<file path="src/verilog/fhb_defines.vh">
// fhb_defines.vh - constants for the flash host bus pin control block
// How it works
// - decode 21, 22 or 23 address bits by density
// - data pins carry writes in, reads out
// - data pins high-z when chip or outputs deselected
// - write data latched internally during write cycle
// - sync read latches address on strobe rise or clock
// - latching clock edge rising or falling, selectable
// - sync burst steps internal address counter per edge
// - chip select asserted activates the device logic
// - chip select released gives standby, all outputs tri-state
// - data drivers enabled only while output enable asserted
// - output enable released keeps data pins high-z
// - reset pin low resets state, blocks writes
// - reset release resumes in asynchronous read-array mode
// - wait output tells host whether sync data valid
// - wait polarity chosen by read configuration bit 10
// - wait tri-stated while chip select released
// - wait driven regardless of output enable
// - write address and data taken on strobe rising edge
// - write-protect asserted enables lock-down, blocks software unlock
`ifndef FHB_DEFINES_VH
`define FHB_DEFINES_VH

// pin widths
`define FHB_ADDR_PINS 23
`define FHB_DATA_W    16
`define FHB_RCR_W     16

// address width per density in Mbit
`define FHB_AW_32M    21
`define FHB_AW_64M    22
`define FHB_AW_128M   23

// control pin vector positions
`define FHB_P_CE      0
`define FHB_P_OE      1
`define FHB_P_WE      2
`define FHB_P_ADV     3
`define FHB_P_BCLK    4
`define FHB_P_RST     5
`define FHB_P_WP      6
`define FHB_NPINS     7
// idle levels at reset: strobes high, bus clock low, reset pin held low
`define FHB_PIN_IDLE  7'h4F

// read configuration fields
`define FHB_RCR_WAITPOL 10
`define FHB_RCR_SYNC    15
`define FHB_RCR_EDGE    6
// asynchronous mode, wait active low, rising edge
`define FHB_RCR_RST     16'h8000

// read sequencer states
`define FHB_ST_IDLE   2'h0
`define FHB_ST_FETCH  2'h1
`define FHB_ST_HOLD   2'h2

`endif

</file>
<file path="src/verilog/fhb_pin_ctrl.v">
// fhb_pin_ctrl.v - host bus pin control of a 16-bit parallel flash
`timescale 1ns/1ns
`include "fhb_defines.vh"

module fhb_pin_ctrl #(
    parameter DENSITY_MBIT = 128
) (
    input  wire        clk_i,
    input  wire        resetn_i,
    input  wire        en_i,
    // host pins, all control pins but the bus clock active low
    input  wire [22:0] addr_i,
    input  wire [15:0] dq_i,
    output wire [15:0] dq_o,
    output wire        dq_oe_n_o,
    input  wire        ce_n_i,
    input  wire        oe_n_i,
    input  wire        we_n_i,
    input  wire        addr_valid_n_i,
    input  wire        bus_clk_i,
    input  wire        rst_n_i,
    input  wire        wp_n_i,
    output wire        wait_o,
    output wire        wait_oe_n_o,
    // read configuration from the command interface
    input  wire        rcr_load_i,
    input  wire [15:0] rcr_data_i,
    output wire        sync_mode_o,
    // write side toward the command interface
    output wire        cmd_wr_o,
    output wire [22:0] cmd_addr_o,
    output wire [15:0] cmd_data_o,
    // array read side
    output wire        arr_req_o,
    output wire [22:0] arr_addr_o,
    input  wire        arr_ack_i,
    input  wire [15:0] arr_data_i,
    // status
    output wire        standby_o,
    output wire        lockdown_en_o,
    output wire        dev_reset_o
);

////////////////////////////////////////////////////////////////////////////////
// address width and mask from density
// unknown densities fall back to the full 23-bit bus

localparam AW = (DENSITY_MBIT == 32) ? `FHB_AW_32M :
                (DENSITY_MBIT == 64) ? `FHB_AW_64M : `FHB_AW_128M;
localparam [22:0] AMASK = {23{1'b1}} >> (`FHB_ADDR_PINS - AW);

////////////////////////////////////////////////////////////////////////////////
// read sequencer state codes, binary

localparam [1:0] ST_IDLE  = `FHB_ST_IDLE;
localparam [1:0] ST_FETCH = `FHB_ST_FETCH;
localparam [1:0] ST_HOLD  = `FHB_ST_HOLD;

////////////////////////////////////////////////////////////////////////////////
// pin synchronisers

reg  [6:0]  s1_q;
reg  [6:0]  s2_q;
reg  [6:0]  s3_q;
reg  [6:0]  filt_q;
wire [6:0]  pins;
wire [6:0]  agree;
wire [6:0]  filt_d;

reg  [22:0] a1_q;
reg  [22:0] a2_q;
reg  [22:0] a3_q;
reg  [15:0] d1_q;
reg  [15:0] d2_q;
reg  [15:0] d3_q;

assign pins  = {wp_n_i, rst_n_i, bus_clk_i, addr_valid_n_i, we_n_i, oe_n_i, ce_n_i};
assign agree = ~(s2_q ^ s3_q);
// a pin level counts only once the second and third stages agree
assign filt_d = (agree & s2_q) | (~agree & filt_q);

// only the second stage reads the first, which may still be settling
// three stages on controls; buses follow the same depth to stay aligned
always @(posedge clk_i) begin
    if (!resetn_i) begin
        s1_q   <= `FHB_PIN_IDLE;
        s2_q   <= `FHB_PIN_IDLE;
        s3_q   <= `FHB_PIN_IDLE;
        filt_q <= `FHB_PIN_IDLE;
        a1_q   <= 23'h000000;
        a2_q   <= 23'h000000;
        a3_q   <= 23'h000000;
        d1_q   <= 16'h0000;
        d2_q   <= 16'h0000;
        d3_q   <= 16'h0000;
    end else if (en_i) begin
        s1_q   <= pins;
        s2_q   <= s1_q;
        s3_q   <= s2_q;
        filt_q <= filt_d;
        a1_q   <= addr_i & AMASK;
        a2_q   <= a1_q;
        a3_q   <= a2_q;
        d1_q   <= dq_i;
        d2_q   <= d1_q;
        d3_q   <= d2_q;
    end
end

////////////////////////////////////////////////////////////////////////////////
// decoded controls and edges

reg         we_p_q;
reg         adv_p_q;
reg         bclk_p_q;
reg  [15:0] rcr_q;

// all strobes are asserted low
wire ce_act  = ~filt_q[`FHB_P_CE];
wire oe_act  = ~filt_q[`FHB_P_OE];
wire we_f    = filt_q[`FHB_P_WE];
wire adv_f   = filt_q[`FHB_P_ADV];
wire bclk_f  = filt_q[`FHB_P_BCLK];
wire rst_ok  = filt_q[`FHB_P_RST];
wire sync_md = ~rcr_q[`FHB_RCR_SYNC];
wire we_rise  = we_f & ~we_p_q;
wire adv_rise = adv_f & ~adv_p_q;
wire adv_fall = ~adv_f & adv_p_q;
// latching edge is selectable
wire bc_edge  = rcr_q[`FHB_RCR_EDGE] ? (~bclk_f & bclk_p_q)
                                     : (bclk_f & ~bclk_p_q);

// edge history; reset values equal the idle pin levels, so no
// false edge is seen in the first clocks after reset
always @(posedge clk_i) begin
    if (!resetn_i) begin
        we_p_q   <= 1'b1;
        adv_p_q  <= 1'b1;
        bclk_p_q <= 1'b0;
    end else if (en_i) begin
        we_p_q   <= we_f;
        adv_p_q  <= adv_f;
        bclk_p_q <= bclk_f;
    end
end

// read configuration; reset pin restores asynchronous read-array mode
// a load while the reset pin is low is lost, the pin takes priority
always @(posedge clk_i) begin
    if (!resetn_i) begin
        rcr_q <= `FHB_RCR_RST;
    end else if (en_i) begin
        if (!rst_ok) begin
            rcr_q <= `FHB_RCR_RST;
        end else if (rcr_load_i) begin
            rcr_q <= rcr_data_i;
        end
    end
end

////////////////////////////////////////////////////////////////////////////////
// write capture

reg         wr_q;
reg  [22:0] wa_q;
reg  [15:0] wd_q;
reg  [22:0] cmd_a_q;
reg  [15:0] cmd_d_q;
// the filtered strobe lags the third bus stage by a clock, so the third
// strobe stage, aligned with a3_q and d3_q, gates capture: the word kept
// is the last one sampled while the strobe was low
wire        wr_low_al = !we_f && !s3_q[`FHB_P_WE];

// data follows the bus while the strobe is low, so the host
// need not hold it past the rising edge
always @(posedge clk_i) begin
    if (!resetn_i) begin
        wr_q    <= 1'b0;
        wa_q    <= 23'h000000;
        wd_q    <= 16'h0000;
        cmd_a_q <= 23'h000000;
        cmd_d_q <= 16'h0000;
    end else if (en_i) begin
        // cmd_wr_o is a one-clock pulse
        wr_q <= 1'b0;
        if (ce_act && wr_low_al) begin
            wa_q <= a3_q;
            wd_q <= d3_q;
        end
        // writes are refused while the reset pin is low
        if (ce_act && rst_ok && we_rise) begin
            wr_q    <= 1'b1;
            cmd_a_q <= wa_q;
            cmd_d_q <= wd_q;
        end
    end
end

////////////////////////////////////////////////////////////////////////////////
// read sequencer

reg  [1:0]  st_q;
reg  [1:0]  st_d;
reg         lat_q;
reg         req_q;
reg  [22:0] ra_q;
reg         vld_q;
reg  [15:0] rd_q;

// sync reads need no output enable; it gates only the drivers
// a strobe fall opens a new address phase
wire lat_eff  = lat_q & ~adv_fall;
wire sync_lat = sync_md && !lat_eff && (adv_rise || (!adv_f && bc_edge));
// burst edges during a fetch are ignored; the host must honour wait
wire sync_inc = sync_md && lat_eff && bc_edge && (st_q == ST_HOLD);
wire asyn_go  = !sync_md && oe_act && (st_q != ST_FETCH)
                && (!vld_q || (a3_q != ra_q));
// a deselected device, or one held in pin reset, starts nothing
wire live     = ce_act && rst_ok;

// next state
always @* begin
    st_d = st_q;
    case (st_q)
        ST_IDLE: begin
            // wait for a sync latch or a new async address
            if (live && (sync_lat || asyn_go)) begin
                st_d = ST_FETCH;
            end
        end
        ST_FETCH: begin
            // one request outstanding until the array answers
            if (!live) begin
                st_d = ST_IDLE;
            end else if (arr_ack_i) begin
                st_d = ST_HOLD;
            end
        end
        ST_HOLD: begin
            // data stands on the bus until the next fetch
            if (!live) begin
                st_d = ST_IDLE;
            end else if (sync_lat || sync_inc || asyn_go) begin
                st_d = ST_FETCH;
            end
        end
        default: begin
            st_d = ST_IDLE;
        end
    endcase
end

// address, data and request registers
always @(posedge clk_i) begin
    if (!resetn_i) begin
        st_q  <= ST_IDLE;
        lat_q <= 1'b0;
        req_q <= 1'b0;
        ra_q  <= 23'h000000;
        vld_q <= 1'b0;
        rd_q  <= 16'h0000;
    end else if (en_i) begin
        st_q  <= st_d;
        req_q <= 1'b0;
        if (!live) begin
            // standby or reset pin: drop any burst in flight
            lat_q <= 1'b0;
            vld_q <= 1'b0;
        end else begin
            lat_q <= lat_eff;
            // first cycle of a fetch picks the address source
            if (st_d == ST_FETCH && st_q != ST_FETCH) begin
                req_q <= 1'b1;
                vld_q <= 1'b0;
                if (sync_lat) begin
                    ra_q  <= a3_q;
                    lat_q <= 1'b1;
                end else if (sync_inc) begin
                    // burst counter wraps within the decoded range
                    ra_q <= (ra_q + 23'h000001) & AMASK;
                end else begin
                    ra_q <= a3_q;
                end
            end
            // the array answer is honoured only while fetching
            if (st_q == ST_FETCH && arr_ack_i) begin
                rd_q  <= arr_data_i;
                vld_q <= 1'b1;
            end
        end
    end
end

////////////////////////////////////////////////////////////////////////////////
// pin drivers

reg        dq_oe_n_q;
reg        wait_q;
reg        wait_oe_n_q;
reg        stby_q;
reg        lock_q;

// limitation: the pin filter delays every strobe by four clocks, so
// the bus clock must run well below clk_i
// wait is asserted while sync data is not yet valid
wire wait_act = sync_md && lat_q && !vld_q;

// drivers registered so every pin leaves a flip-flop
always @(posedge clk_i) begin
    if (!resetn_i) begin
        dq_oe_n_q   <= 1'b1;
        wait_q      <= 1'b0;
        wait_oe_n_q <= 1'b1;
        stby_q      <= 1'b1;
        lock_q      <= 1'b0;
    end else if (en_i) begin
        // drive only when selected, outputs enabled and not writing
        dq_oe_n_q   <= ~(ce_act && oe_act && we_f);
        // polarity bit set means asserted high
        wait_q      <= rcr_q[`FHB_RCR_WAITPOL] ? wait_act : ~wait_act;
        // wait ignores output enable, follows chip select only
        wait_oe_n_q <= ~ce_act;
        stby_q      <= ~ce_act;
        // lock-down only follows the pin; block locking lives elsewhere
        lock_q      <= ~filt_q[`FHB_P_WP];
    end
end

// pins and status straight from their registers
assign dq_o          = rd_q;
assign dq_oe_n_o     = dq_oe_n_q;
assign wait_o        = wait_q;
assign wait_oe_n_o   = wait_oe_n_q;
assign sync_mode_o   = sync_md;
assign cmd_wr_o      = wr_q;
assign cmd_addr_o    = cmd_a_q;
assign cmd_data_o    = cmd_d_q;
assign arr_req_o     = req_q;
assign arr_addr_o    = ra_q;
assign standby_o     = stby_q;
assign lockdown_en_o = lock_q;
assign dev_reset_o   = ~rst_ok;

endmodule // fhb_pin_ctrl

</file>
<file path="config.mk">
export PLATFORM = sky130hd
export DESIGN_NAME = fhb_pin_ctrl
export DESIGN_NICKNAME = d
export VERILOG_FILES = /design/src/verilog/fhb_pin_ctrl.v
export VERILOG_INCLUDE_DIRS = /design/src /design/src/verilog
export SDC_FILE = /design/constraint.sdc
export NUM_CORES = 1
export LEC_CHECK = 0
export BUFFER_PORTS_ARGS = -buffer_cell sky130_fd_sc_hd__buf_2
export CAP_MARGIN = 15
export CORE_UTILIZATION = 40
export CTS_BUF_LIST = sky130_fd_sc_hd__clkbuf_16
export CTS_CLUSTER_DIAMETER = 30
export CTS_CLUSTER_SIZE = 40
export DETAILED_ROUTE_END_ITERATION = 12
export PLACE_DENSITY_LB_ADDON = 0.2
export SLEW_MARGIN = 20
export SYNTH_ARGS = -nofsm -noshare
export SYNTH_HDL_FRONTEND = slang
export SYNTH_SLANG_ARGS = --single-unit
export TNS_END_PERCENT = 1
</file>
<file path="constraint.sdc">
create_clock -name clk_i -period 2.5 [get_ports clk_i]
set_input_delay 0.5 -clock clk_i [delete_from_list [all_inputs] [get_ports clk_i]]
set_output_delay 0.5 -clock clk_i [all_outputs]
set_load 0.1 [all_outputs]
</file>
* After elaboration in Yosys (flattened, before gate mapping)
Cells that the tools add are included.
W data, S select, Z words.
** Storage, ports and cells
- Input bits :: 83
- Memory bits (read-only) :: 0
- Logic and storage cells :: 120
- Register bits :: 291
- Latch bits :: 0
- Memories kept :: 0
- Memory bits (writable) :: 0
- Output and inout port bits :: 87
** Operators by class
- Equality and inequality tests :: 7
- Reduce and logical (&&, ||, !) cells :: 37
- Shift operators :: 0
- Magnitude comparators :: 0
- Mux-type cells :: 21
- Multipliers :: 0
- Bitwise operators :: 25
- Div/mod/pow operators :: 0
- Add/sub/neg operators :: 1
** Operators by type and width (number)
- $mux W23 :: 2
- $mux W16 :: 2
- $add A23 B1 Y23 const B :: 1
- $ne A23 B23 Y1 :: 1
- $logic_and A1 B1 Y1 :: 20
- $and A7 B7 Y7 :: 2
- $not A7 Y7 :: 2
- $not A1 Y1 :: 13
- $mux W1 :: 11
- $mux W2 :: 5
- $reduce_and A2 Y1 :: 4
- $or A7 B7 Y7 :: 1
- $xor A7 B7 Y7 :: 1
- $and A1 B1 Y1 :: 6
- $pmux W2 S3 :: 1
- $reduce_and A3 Y1 :: 2
- $logic_not A1 Y1 :: 5
- $logic_or A1 B1 Y1 :: 5
- $eq A2 B1 Y1 const B :: 2
- $ne A3 B1 Y1 const B :: 1
- $eq A2 B2 Y1 const B :: 1
- $logic_not A2 Y1 :: 1
- $ne A2 B1 Y1 const B :: 1
- $ne A2 B2 Y1 const B :: 1

* Depth between registers and ports, before layout
Gate-level depths: netlist of run 1.
- Depth in word-level cells :: 17
- Gate-level depth with buffers :: 8
- Depth with buffers taken out :: 7

* Least setup slack after synthesis of run 1
Ideal clock, no wire load.
- Kind :: register to register
- Start :: register ra_q[1], in the netlist arr_addr_o[1]
- End :: register ra_q[22], in the netlist arr_addr_o[22]
- Required time :: 2.379 ns
- Period minus slack after synthesis :: 2.816 ns
- Path slack :: -0.316 ns
- Arrival time :: 2.695 ns
- Cell stages (with the launch flop) :: 9
- Setup time :: 0.121 ns
- Buffers on the path :: 1
- Cells stage by stage :: dfxtp_1 -> ha_1 -> nand3_1 -> nor2_1 -> and3b_1 -> buf_1 -> and3_1 -> a31oi_1 -> o221a_1
** On the way
- Word-level cells in the longest chain between the ends :: 10
- Elaborated cells on any way between the ends :: 16
- Those cells by class :: add/sub (1); eq/ne (2); mux (6); reduce/logical (7)
** RTL lines
- start, declared :: RTL line fhb_pin_ctrl.v:206 : reg [22:0] ra_q;
- start signal, assigned :: RTL line fhb_pin_ctrl.v:276 : ra_q <= a3_q;
- start signal, assigned :: RTL line fhb_pin_ctrl.v:280 : ra_q <= (ra_q + 23'h000001) & AMASK;
- start signal, assigned :: RTL line fhb_pin_ctrl.v:282 : ra_q <= a3_q;
- $ne A23 B23 Y1 :: RTL line fhb_pin_ctrl.v:217 : && (!vld_q || (a3_q != ra_q));
- $logic_or A1 B1 Y1 :: RTL line fhb_pin_ctrl.v:217
- $logic_and A1 B1 Y1 :: RTL line fhb_pin_ctrl.v:217
- $logic_or A1 B1 Y1, on equally long branches :: RTL line fhb_pin_ctrl.v:243, fhb_pin_ctrl.v:227
- $mux W2 or $logic_and A1 B1 Y1 (tied branches) :: RTL line fhb_pin_ctrl.v:243, fhb_pin_ctrl.v:227
- $mux W2, on equally long branches :: RTL line fhb_pin_ctrl.v:241, fhb_pin_ctrl.v:227
- $pmux W2 S3 :: RTL line fhb_pin_ctrl.v:224 : case (st_q)
- $eq A2 B1 Y1 :: RTL line fhb_pin_ctrl.v:272 : if (st_d == ST_FETCH && st_q != ST_FETCH) begin
- $logic_and A1 B1 Y1 :: RTL line fhb_pin_ctrl.v:272
- $reduce_and A3 Y1 (no line)
Several ways; a longest one is shown, not always the timed one.
A chain may end at the register's enable or synchronous reset.

==> insert_results.sql, run 1 <==
INSERT INTO impl_metrics (metric_group, metric, value, unit) VALUES
('timing', 'final_min_period_over_clock_period', '89.7', '%'),
('timing', 'final_hold_slack', '159', 'ps'),
('cells_and_area', 'drive_gt1_share', '22.5', '%'),
('timing', 'timing.clock.skew', '15.4', 'ps'),
('pwr', 'ir_worst_vdd', '0.854', 'mV'),
('synthesis', 'yosys_warnings', '0', ''),
('routing', 'detail-route-antenna-nets', '0', ''),
('synthesis', 'synth-seq-cells', '278', ''),
('routing', 'post_detailed_route_wirelength_per_cell', '15.7', 'µm'),
('timing', 'post-route-min-period', '2240', 'ps'),
('timing', 'worst_pin_slew', '703', 'ps'),
('timing', 'achievable-frequency', '446', 'MHz'),
('floorplan', 'die_span_y', '167', 'µm'),
('placed_design', 'place_hpwl', '18.1', 'mm'),
('placed_design', 'placed_cells', '1695', ''),
('pwr', 'finalPower', '12.9', 'mW'),
('clocking', 'tritoncts', 'yes', ''),
('outcome', 'outcome', 'complete, no violations', ''),
('routing', 'num_vias', '9225', ''),
('setup_path', 'worst_setup_start_kind', 'register', ''),
('routing', 'via_per_inst', '5.11', ''),
('timing', 'slew_headroom', '53.0', '%'),
('clocking', 'clock_sink_count', '278', ''),
('pwr', 'power-per-cell-area', '902', 'mW/mm²'),
('floorplan', 'core_area', '0.0269', 'mm²'),
('cells_and_area', 'insertedDiodeCount', '0', ''),
('setup_path', 'timing.critical_path.cells', 'or3b_4 -> nand2_2 -> a22oi_2 -> or3_1 -> buf_4 -> a221oi_1 -> o32ai_1', ''),
('setup_path', 'worstPathArrival', '2660', 'ps'),
('floorplan', 'io_pins', '170', ''),
('routing', 'first_pass_iters', '5', ''),
('routing', 'detail_route.wirelength', '28.4', 'mm'),
('routing', 'detailed_router_s_first_iteration_violation_count', '595', ''),
('setup_path', 'crit_slowest_cell', 'sky130_fd_sc_hd__or3_1', ''),
('floorplan', 'initial_core_util', '40.7', '%'),
('floorplan', 'die_w', '167', 'µm'),
('setup_path', 'slowest_delay', '450', 'ps'),
('floorplan', 'fp.dieArea', '0.0280', 'mm²'),
('synthesis', 'mean_instance_size_in_the_synthesized_netlist', '8.81', 'µm²'),
('cells_and_area', 'multiInputGateArea', '0.00501', 'mm²'),
('cells_and_area', 'layoutNonFillerInstCount', '1806', ''),
('placed_design', 'port_buffers', '156', ''),
('clocking', 'worst_path_clk_slew', '40', 'ps'),
('hold_path', 'worst_hold_startpoint', 'we_n_i', ''),
('synthesis', 'combined_area_of_all_synthesized_cells', '0.0109', 'mm²'),
('timing', 'final_number_of_hold_violating_endpoints', '0', ''),
('grt', 'grt_use_total', '19.9', '%'),
('grt', 'maximum_number_of_pins_on_one_net_before_global_route_repair', '121', ''),
('clocking', 'hold_buffers', '0', ''),
('job', 'maxCapViolations', '0', ''),
('grt', 'initial_antenna_violation_count', '0', ''),
('grt', 'first_global_vias', '8679', ''),
('setup_path', 'worstSetupPathType', 'register to register', ''),
('cells_and_area', 'finalNetCount', '1500', ''),
('clocking', 'cts_setup_buffers', '0', ''),
('cells_and_area', 'count_of_filler_cells_inserted_in_the_layout', '2568', ''),
('floorplan', 'std_cell_rows', '60', ''),
('setup_path', 'crit_fanout', '11', ''),
('setup_path', 'endpoint_kind', 'register', ''),
('clocking', 'ctsHtreeMaxLevel', '2', ''),
('synthesis', 'postSynthNetCount', '1325', ''),
('cells_and_area', 'layout_stage_area_growth_over_the_synthesis_result', '31.2', '%'),
('synthesis', 'synth-edff-count', '0', ''),
('synthesis', 'synth-async-reset-ratio', '0', '%'),
('synthesis', 'synth-seq-area-share', '50.9', '%'),
('synthesis', 'synth_cell_type_count', '61', ''),
('clocking', 'cts_made_buffers', '60', ''),
('clocking', 'longest_clk_path_bufs', '3', ''),
('cells_and_area', 'layout.area.seq', '0.00559', 'mm²'),
('timing', 'finalSetupViolations', '0', ''),
('hold_path', 'timing.hold.worst.class', 'input pin to register', ''),
('clocking', 'clock-root-buffer', 'sky130_fd_sc_hd__clkbuf_16', ''),
('synthesis', 'syn_inst', '1241', ''),
('clocking', 'post_cts_resize_count', '0', ''),
('routing', 'drt_drc_violations_left', '0', ''),
('timing', 'grt_setup_unrepaired', 'false', ''),
('clocking', 'clock_insertion_delay_worst_skew', '560', 'ps'),
('setup_path', 'required', '2920', 'ps'),
('placed_design', 'gp_congestion', '0.806', ''),
('grt', 'global_route_total_overflow', '0', ''),
('pwr', 'power.static_leakage', '5.94', 'nW'),
('timing', 'drv_slew', '0', ''),
('grt', 'grt_first_pass_wirelength', '45.4', 'mm'),
('synthesis', 'ys.flop_type', 'sky130_fd_sc_hd__dfxtp_1', '');
-- cells in the final DEF, fill, tap and decap left out, drive strengths merged, types with 5 or more instances in the layout --
| master | netlist | layout |
|---|---|---|
| dfxtp | 278 | 278 |
| clkinvlp | 0 | 7 |
| and3 | 5 | 5 |
| o22ai | 8 | 8 |
| xnor2 | 24 | 24 |
| buf | 24 | 201 |
| nand2 | 257 | 257 |
| clkbuf | 65 | 62 |
| nand3 | 14 | 14 |
| a221oi | 10 | 10 |
| nand2b | 10 | 10 |
| nand4 | 9 | 9 |
| inv | 4 | 16 |
| nor3 | 9 | 9 |
| a21oi | 124 | 124 |
| nor4 | 5 | 5 |
| a31oi | 6 | 6 |
| a211oi | 11 | 11 |
| o21ai | 17 | 17 |
| o32ai | 8 | 8 |
| clkinv | 1 | 22 |
| bufinv | 0 | 10 |
| mux2i | 142 | 142 |
| nor2 | 153 | 153 |
-- logic make-up after synthesis --
family / Yosys count / synth area share (%)
AND/OR/NAND/NOR: 485 / 18.4
flip-flops: 278 / 50.9
buffers and inverters: 94 / 3.39
multiplexers: 143 / 13.1
XOR/XNOR: 24 / 1.92
AO/OA/AOI/OAI: 216 / 12.2
adder cells (fa/ha/maj): 1 / 0.114
-- layout make-up --
class / instances / area share (%)
Multi-Input combinational cell: 869 / 34.9
Tap cell: 341 / 2.97
Timing Repair Buffer: 202 / 8.52
Clock buffer: 61 / 10.6
Inverter: 5 / 0.166
Sequential cell: 278 / 38.9
Clock inverter: 50 / 3.82
-- cell usage after synthesis (4+ instances only) --
cell,n,area [µm²]
sky130_fd_sc_hd__nor2b_1,4,25.0
sky130_fd_sc_hd__dfxtp_1,278,5570
sky130_fd_sc_hd__a31oi_1,6,37.5
sky130_fd_sc_hd__a21oi_1,124,621
sky130_fd_sc_hd__xnor2_1,24,210
sky130_fd_sc_hd__nand2_1,256,961
sky130_fd_sc_hd__a221oi_1,8,70.1
sky130_fd_sc_hd__buf_1,17,63.8
sky130_fd_sc_hd__buf_2,5,25.0
sky130_fd_sc_hd__nor2_1,152,571
sky130_fd_sc_hd__nand4_1,9,56.3
sky130_fd_sc_hd__o21ai_0,17,85.1
sky130_fd_sc_hd__o32ai_1,8,70.1
sky130_fd_sc_hd__nor3_1,9,45.0
sky130_fd_sc_hd__a211oi_1,10,75.1
sky130_fd_sc_hd__and3_1,5,31.3
sky130_fd_sc_hd__nand3_1,14,70.1
sky130_fd_sc_hd__o22ai_1,8,50.1
sky130_fd_sc_hd__or3_1,4,25.0
sky130_fd_sc_hd__mux2i_1,142,1420
sky130_fd_sc_hd__o31ai_1,4,30.0
sky130_fd_sc_hd__nor4_1,5,31.3
sky130_fd_sc_hd__clkbuf_1,65,244
sky130_fd_sc_hd__inv_1,4,15.0
sky130_fd_sc_hd__nand2b_1,10,62.6
-- final timing paths --
path | endpoint | slack (ps) | cells past startpoint
setup / recovery | arr_addr_o[15] | 260 | 7
hold reg to reg | cmd_addr_o[17] | 440 | 2
setup reg to reg | arr_addr_o[15] | 260 | 7
hold / removal | s1_q[2] | 160 | 3
-- flip-flops by register name (all words and copies together) (netlist names), 23 cells and up, named ones only --
| signal | count |
|---|---|
| a1_q | 23 |
| a2_q | 23 |
| a3_q | 23 |
| arr_addr_o | 23 |
| cmd_addr_o | 23 |
| wa_q | 23 |
-- report_power, final --
group / internal [mW] / total, mW / switching (mW)
logic: 0.180 / 0.424 / 0.244
registers: 4.53 / 4.58 / 0.0507
clock network: 5.44 / 7.94 / 2.50
-- metrics by stage --
stage                     setup WS (ps)  TNS, ps  instance area, µm²  utilization (%)
after global routing               48.9        0               14300             53.4
after floorplan                   -24.2    -47.4               11000                -
after CTS                           261        0               14300             53.4
final                               259        0               14300             53.4
after detailed placement            265        0               12300             45.7
after global placement              276        0               12300             45.7
-- critical path, delay by kind of cell, from the launching register on --
family	cells	cell delay [ps]
AO/OA/AOI/OAI	3	530
buffers and inverters	1	240
flip-flops	1	370
AND/OR/NAND/NOR	3	970
-- routing by layer --
| metal | share of wire [%] | up-vias | GRT usage, % |
|---|---|---|---|
| met4 | 3.2 | 0 | 7.82 |
| met2 | 46 | 267 | 31.8 |
| li1 | - | 4630 | - |
| met5 | 0 | - | 0 |
| met1 | 45 | 4270 | 26.1 |
| met3 | 5.9 | 58 | 4.44 |
No activity file was read; power rests on OpenSTA's default activity.
==> run 2, diff against run 1 <==
RECOVER_POWER = 50   (was not set)
clock period = 2.6 ns   (was 2.5 ns; I/O delays follow)
==> insert_results.sql, run 2 (synthesis results as in run 1) <==
INSERT INTO impl_metrics (metric_group, metric, value, unit) VALUES
('outcome', 'outcome', 'complete, but fails checks', ''),
('outcome', 'failed_checks', 'design-rule violations, max-capacitance violations, max-slew violations', ''),
('setup_path', 'slowest_delay', '390', 'ps'),
('grt', 'maximum_number_of_pins_on_one_net_before_global_route_repair', '96', ''),
('timing', 'timing.clock.skew', '15.7', 'ps'),
('clocking', 'hold_buffers', '0', ''),
('grt', 'global_route_total_overflow', '0', ''),
('timing', 'final_min_period_over_clock_period', '91.0', '%'),
('pwr', 'sequentialPowerShare', '34.7', '%'),
('floorplan', 'io_pins', '170', ''),
('cells_and_area', 'insertedDiodeCount', '0', ''),
('floorplan', 'core_area', '0.0269', 'mm²'),
('routing', 'detail_route.wirelength', '28.6', 'mm'),
('placed_design', 'place_hpwl', '18.3', 'mm'),
('timing', 'final_number_of_hold_violating_endpoints', '0', ''),
('placed_design', 'gp_congestion', '0.855', ''),
('cells_and_area', 'final_cell_mix', '266 x sky130_fd_sc_hd__dfxtp_1, 256 x sky130_fd_sc_hd__nand2_1, 155 x sky130_fd_sc_hd__buf_2, 152 x sky130_fd_sc_hd__nor2_1, 142 x sky130_fd_sc_hd__mux2i_1', ''),
('pwr', 'power.static_leakage', '5.92', 'nW'),
('setup_path', 'critical_path.n_buffers_inverters', '2', ''),
('timing', 'grt_setup_unrepaired', 'false', ''),
('setup_path', 'timing.critical_path.cells', 'xnor2_1 -> nand4_1 -> nor4_1 -> buf_4 -> a211o_1 -> buf_4 -> a211oi_1 -> o221a_2', ''),
('setup_path', 'r2r.worst_path.cells', '8', ''),
('setup_path', 'required', '3040', 'ps'),
('setup_path', 'worstSetupPathType', 'register to register', ''),
('timing', 'timing.final.ws_setup', '234', 'ps'),
('clocking', 'cts_made_buffers', '60', ''),
('setup_path', 'endpoint_kind', 'register', ''),
('pwr', 'p_switching', '2.69', 'mW'),
('cells_and_area', 'layout_stage_area_growth_over_the_synthesis_result', '31.1', '%'),
('routing', 'detailed_router_s_first_iteration_violation_count', '546', ''),
('placed_design', 'minimum_setup_slack_after_placement', '296', 'ps'),
('floorplan', 'initial_core_util', '40.7', '%'),
('pwr', 'switching_share', '21.2', '%'),
('timing', 'achievable-frequency', '423', 'MHz'),
('timing', 'finalSetupViolations', '0', ''),
('clocking', 'cts_setup_buffers', '0', ''),
('grt', 'initial_antenna_violation_count', '0', ''),
('hold_path', 'timing.hold.worst.class', 'input pin to register', ''),
('clocking', 'longest_clk_path_bufs', '3', ''),
('routing', 'post_detailed_route_wirelength_per_cell', '15.8', 'µm'),
('pwr', 'p_comb_share', '3.2', '%'),
('timing', 'slew_headroom', '-7.86', '%'),
('pwr', 'finalPower', '12.7', 'mW'),
('job', 'maxCapViolations', '2', ''),
('setup_path', 'crit_fanout', '9', ''),
('hold_path', 'worst_hold_startpoint', 'ce_n_i', ''),
('setup_path', 'worstPathArrival', '2800', 'ps'),
('pwr', 'ir_worst_vdd', '0.571', 'mV'),
('timing', 'drv_slew', '178', ''),
('cells_and_area', 'mostFrequentLayoutCell', 'sky130_fd_sc_hd__dfxtp_1', ''),
('routing', 'num_vias', '9333', ''),
('routing', 'drt_drc_violations_left', '1', ''),
('floorplan', 'die_span_y', '167', 'µm'),
('clocking', 'clock_sink_count', '278', ''),
('pwr', 'p_int', '10.0', 'mW'),
('cells_and_area', 'drive_gt1_share', '22.5', '%'),
('setup_path', 'cp_num_cells', '8', ''),
('hold_path', 'hold_depth', '3', ''),
('clocking', 'clock-root-buffer', 'sky130_fd_sc_hd__clkbuf_16', ''),
('setup_path', 'critPathLaunch', 'arr_addr_o[21]', ''),
('cells_and_area', 'finalNetCount', '1501', ''),
('clocking', 'clock_insertion_delay_worst_skew', '560', 'ps'),
('timing', 'final_hold_slack', '175', 'ps'),
('grt', 'grt_use_total', '20.3', '%'),
('placed_design', 'port_buffers', '156', ''),
('clocking', 'post_cts_resize_count', '0', ''),
('routing', 'detail-route-antenna-nets', '0', ''),
('setup_path', 'worst_path_dominant_cell_family', 'compound AO/OA/AOI/OAI gates', ''),
('setup_path', 'critical-path-top-cell-by-count', 'sky130_fd_sc_hd__buf_4', ''),
('timing', 'post-route-min-period', '2370', 'ps'),
('setup_path', 'crit_slowest_cell', 'sky130_fd_sc_hd__nor4_1', ''),
('clocking', 'ctsHtreeMaxLevel', '2', ''),
('clocking', 'tritoncts', 'yes', ''),
('clocking', 'worst_path_clk_slew', '50', 'ps'),
('setup_path', 'worst_setup_start_kind', 'register', ''),
('floorplan', 'std_cell_rows', '60', ''),
('grt', 'grt_first_pass_wirelength', '46.3', 'mm'),
('timing', 'worst_pin_slew', '1620', 'ps'),
('setup_path', 'crit_reg_reg_startpoint', 'arr_addr_o[21]', ''),
('timing', 'sum_of_negative_setup_slack', '0', 'ps'),
('routing', 'first_pass_iters', '10', ''),
('grt', 'first_global_vias', '9059', ''),
('pwr', 'power-per-cell-area', '887', 'mW/mm²'),
('routing', 'via_per_inst', '5.16', ''),
('floorplan', 'fp.dieArea', '0.0280', 'mm²'),
('pwr', 'clock_power_share', '62.2', '%'),
('floorplan', 'die_w', '167', 'µm');
run 2: changes by cell type in the layout (fill, tap and decap cells not counted), sizes merged:
cell	change
clkinv	+1
inv	-7
bufinv	+2
buf	-4
clkinvlp	+5
clkbuf	+6
run 2: power groups by stage:
stage	combinational [mW]	sequential [mW]	clock, mW
after floorplan	0.268	4.48	0
after global placement	0.409	4.48	0
after detailed placement	0.413	4.49	0
after CTS	0.416	4.41	8.03
after global routing	0.446	4.41	8.27
final	0.404	4.41	7.90
run 2: stage by stage:
| stage | instances | cell area (µm²) | utilization, % |
|---|---|---|---|
| CTS | 1809 | 14400 | 53.6 |
| global placement | 1696 | 12200 | 45.6 |
| detailed placement | 1696 | 12200 | 45.6 |
| global route | 1809 | 14300 | 53.3 |
| floorplan | 1241 | 11000 | - |
| finish | 1809 | 14300 | 53.3 |
run 2: metal layers:
metal	vias to the layer above	GRT usage (%)	routed length, µm	share of wire (%)
met4	0	8.14	884	3.1
met1	4357	26.2	13100	46
li1	4636	-	-	-
met3	71	4.54	1670	5.8
met2	269	32.9	13000	45
met5	-	0	0	0
run 2: path summary, 6_finish.rpt:
| kind | end | slack [ps] |
|---|---|---|
| max | arr_addr_o[19] | 230 |
| min | s1_q[0] | 180 |
| max reg2reg | arr_addr_o[19] | 230 |
| min reg2reg | cmd_addr_o[5] | 440 |
run 2: worst min-delay path, cell delays in order:
cell and delay [ps]:
sky130_fd_sc_hd__buf_2 70, sky130_fd_sc_hd__mux2i_1 50, sky130_fd_sc_hd__nand2_1 60
run 2: area by class of cell:
cell class	instances	area, µm²
Clock buffer	62	1550
Clock inverter	51	607
Fill cell	2541	12500
Inverter	5	22.5
Multi-Input combinational cell	869	5010
Sequential cell	278	5580
Tap cell	341	427
Timing Repair Buffer	203	1140
==> run 3, diff against run 2 <==
PLACE_DENSITY = 0.69   (was not set)
PLACE_DENSITY_LB_ADDON = not set   (was 0.2)
==> insert_results.sql, run 3 (synthesis results as in run 1) <==
INSERT INTO impl_metrics (metric_group, metric, value, unit) VALUES
('placed_design', 'gp_congestion', '0.839', ''),
('timing', 'final_hold_slack', '194', 'ps'),
('timing', 'achievable-frequency', '424', 'MHz'),
('setup_path', 'worst_setup_start_kind', 'input pin', ''),
('timing', 'timing.final.ws_setup', '240', 'ps'),
('cells_and_area', 'multiInputGateArea', '0.00501', 'mm²'),
('routing', 'detail-route-antenna-nets', '0', ''),
('setup_path', 'critical_path.n_buffers_inverters', '2', ''),
('timing', 'slew_headroom', '-35.3', '%'),
('cells_and_area', 'layout_stage_area_growth_over_the_synthesis_result', '28.3', '%'),
('placed_design', 'placed_cells', '1689', ''),
('setup_path', 'timing.critical_path.cells', 'clkbuf_1 -> clkbuf_4 -> mux2i_1 -> nor2_1', ''),
('floorplan', 'core_area', '0.0269', 'mm²'),
('timing', 'finalSetupViolations', '0', ''),
('clocking', 'cts_made_buffers', '55', ''),
('timing', 'post-route-min-period', '2360', 'ps'),
('pwr', 'power-per-cell-area', '838', 'mW/mm²'),
('clocking', 'worst_path_clk_slew', '50', 'ps'),
('cells_and_area', 'final_cell_mix', '266 x sky130_fd_sc_hd__dfxtp_1, 256 x sky130_fd_sc_hd__nand2_1, 155 x sky130_fd_sc_hd__buf_2, 152 x sky130_fd_sc_hd__nor2_1, 142 x sky130_fd_sc_hd__mux2i_1', ''),
('clocking', 'clock_insertion_delay_worst_skew', '550', 'ps'),
('setup_path', 'slowest_delay', '1490', 'ps'),
('cells_and_area', 'finalInstanceArea', '0.0140', 'mm²'),
('timing', 'final_min_period_over_clock_period', '90.8', '%'),
('routing', 'via_per_inst', '5.26', ''),
('floorplan', 'fp.dieArea', '0.0280', 'mm²'),
('grt', 'global_route_total_overflow', '0', ''),
('routing', 'first_pass_iters', '9', ''),
('clocking', 'tritoncts', 'yes', ''),
('clocking', 'longest_clk_path_bufs', '3', ''),
('timing', 'worst_pin_slew', '2030', 'ps'),
('outcome', 'failed_checks', 'design-rule violations, max-capacitance violations, max-slew violations', ''),
('routing', 'post_detailed_route_wirelength_per_cell', '15.6', 'µm'),
('grt', 'initial_antenna_violation_count', '0', ''),
('timing', 'timing.clock.skew', '14.6', 'ps'),
('pwr', 'finalPower', '11.8', 'mW'),
('placed_design', 'minimum_setup_slack_after_placement', '304', 'ps'),
('clocking', 'ctsHtreeMaxLevel', '2', ''),
('outcome', 'outcome', 'complete, but fails checks', ''),
('setup_path', 'endpoint_kind', 'register', ''),
('cells_and_area', 'drive_gt1_share', '21.2', '%'),
('hold_path', 'timing.hold.worst.class', 'input pin to register', ''),
('setup_path', 'worstPathArrival', '2790', 'ps'),
('grt', 'grt_use_total', '19.7', '%'),
('timing', 'drv_slew', '114', ''),
('floorplan', 'initial_core_util', '40.7', '%'),
('floorplan', 'std_cell_rows', '60', ''),
('routing', 'detailed_router_s_first_iteration_violation_count', '653', ''),
('placed_design', 'place_hpwl', '17.8', 'mm'),
('timing', 'grt_setup_unrepaired', 'false', ''),
('grt', 'maximum_number_of_pins_on_one_net_before_global_route_repair', '114', ''),
('routing', 'drt_drc_violations_left', '1', ''),
('grt', 'grtUsageMet2', '31.9', '%'),
('cells_and_area', 'layoutNonFillerInstCount', '1791', ''),
('floorplan', 'die_w', '167', 'µm'),
('grt', 'grt.busiest_layer', 'met2', ''),
('setup_path', 'crit_slowest_cell', 'sky130_fd_sc_hd__clkbuf_4', ''),
('cells_and_area', 'count_of_filler_cells_inserted_in_the_layout', '2475', ''),
('grt', 'met1_usage', '25.4', '%'),
('floorplan', 'io_pins', '170', ''),
('routing', 'num_vias', '9416', ''),
('setup_path', 'crit_fanout', '113', ''),
('cells_and_area', 'mostFrequentLayoutCell', 'sky130_fd_sc_hd__dfxtp_1', ''),
('pwr', 'power.static_leakage', '5.80', 'nW'),
('job', 'maxCapViolations', '1', ''),
('setup_path', 'worstSetupPathType', 'input pin to register', ''),
('floorplan', 'die_span_y', '167', 'µm'),
('timing', 'final_number_of_hold_violating_endpoints', '0', ''),
('placed_design', 'port_buffers', '156', ''),
('grt', 'met3_usage', '4.18', '%'),
('setup_path', 'worst_path_dominant_cell_family', 'buffers and inverters', ''),
('grt', 'grt_first_pass_wirelength', '45.0', 'mm'),
('cells_and_area', 'insertedDiodeCount', '0', ''),
('cells_and_area', 'layout.area.seq', '0.00558', 'mm²'),
('cells_and_area', 'finalNetCount', '1489', ''),
('placed_design', 'placement.cell_area', '0.0122', 'mm²'),
('clocking', 'clock-root-buffer', 'sky130_fd_sc_hd__clkbuf_16', ''),
('clocking', 'clock_sink_count', '278', ''),
('routing', 'detail_route.wirelength', '27.9', 'mm'),
('setup_path', 'required', '3030', 'ps'),
('grt', 'first_global_vias', '8756', ''),
('pwr', 'ir_worst_vdd', '0.701', 'mV');
## run 3: cell types whose count changed in the layout (fill, tap and decap cells not counted), moves of 2 or more
cell                         previous run  this run
sky130_fd_sc_hd__buf_4                 41        33
sky130_fd_sc_hd__clkinvlp_4            12         5
sky130_fd_sc_hd__inv_1                  7        13
sky130_fd_sc_hd__clkbuf_16             62        57
sky130_fd_sc_hd__inv_6                  2         5
sky130_fd_sc_hd__buf_12                 1         4
sky130_fd_sc_hd__bufinv_16             12         7
sky130_fd_sc_hd__clkinv_4               5         3
## run 3: routing by layer
metal | vias up | share of wire (%)
met4 | 0 | 3.2
met3 | 70 | 6.8
met2 | 335 | 45
met1 | 4416 | 45
met5 | - | 0
li1 | 4595 | -
## run 3: stage by stage
step | util, % | TNS (ps)
2_1_floorplan | - | -241
3_3_place_gp | 45.4 | 0
3_5_place_dp | 45.4 | 0
4_1_cts | 52.3 | 0
5_1_grt | 52.2 | 0
6_report | 52.2 | 0
## run 3: where the power goes
group | total, mW | internal (mW) | switching (mW)
clock network | 6.94 | 4.66 | 2.28
registers | 4.41 | 4.35 | 0.0522
logic | 0.413 | 0.182 | 0.231
total | 11.8 | 9.19 | 2.56
## run 3: layout make-up
cell class                 instances  share of cell area [%]
inverter                           5                   0.169
multi-input combinational        869                    35.7
timing repair buffer             196                    8.01
clock inverter                    45                    3.14
clock buffer                      57                    10.2
sequential                       278                    39.8
tap                              341                    3.04
## run 3: worst paths after layout
kind / from / end / slack, ps / cells after the start
setup / recovery: en_i / a1_q[6] / 240 / 4
hold / removal: oe_n_i / s1_q[1] / 190 / 3
hold reg to reg: wa_q[5] / cmd_addr_o[5] / 440 / 2
setup reg to reg: arr_addr_o[21] / arr_addr_o[19] / 250 / 8
## run 3: timing repair
action,4_1_cts,5_1_grt
setup buffers,0,0
gates resized for setup,0,1
setup endpoints to repair,0,1
hold buffers,0,0
## run 3: worst reg2reg max path, delay by kind of cell (launching register included)
family / cells / cell delay (ps)
compound gates: 3 / 620
xor+xnor: 1 / 290
buf+inv: 2 / 440
flops: 1 / 340
simple gates: 2 / 570
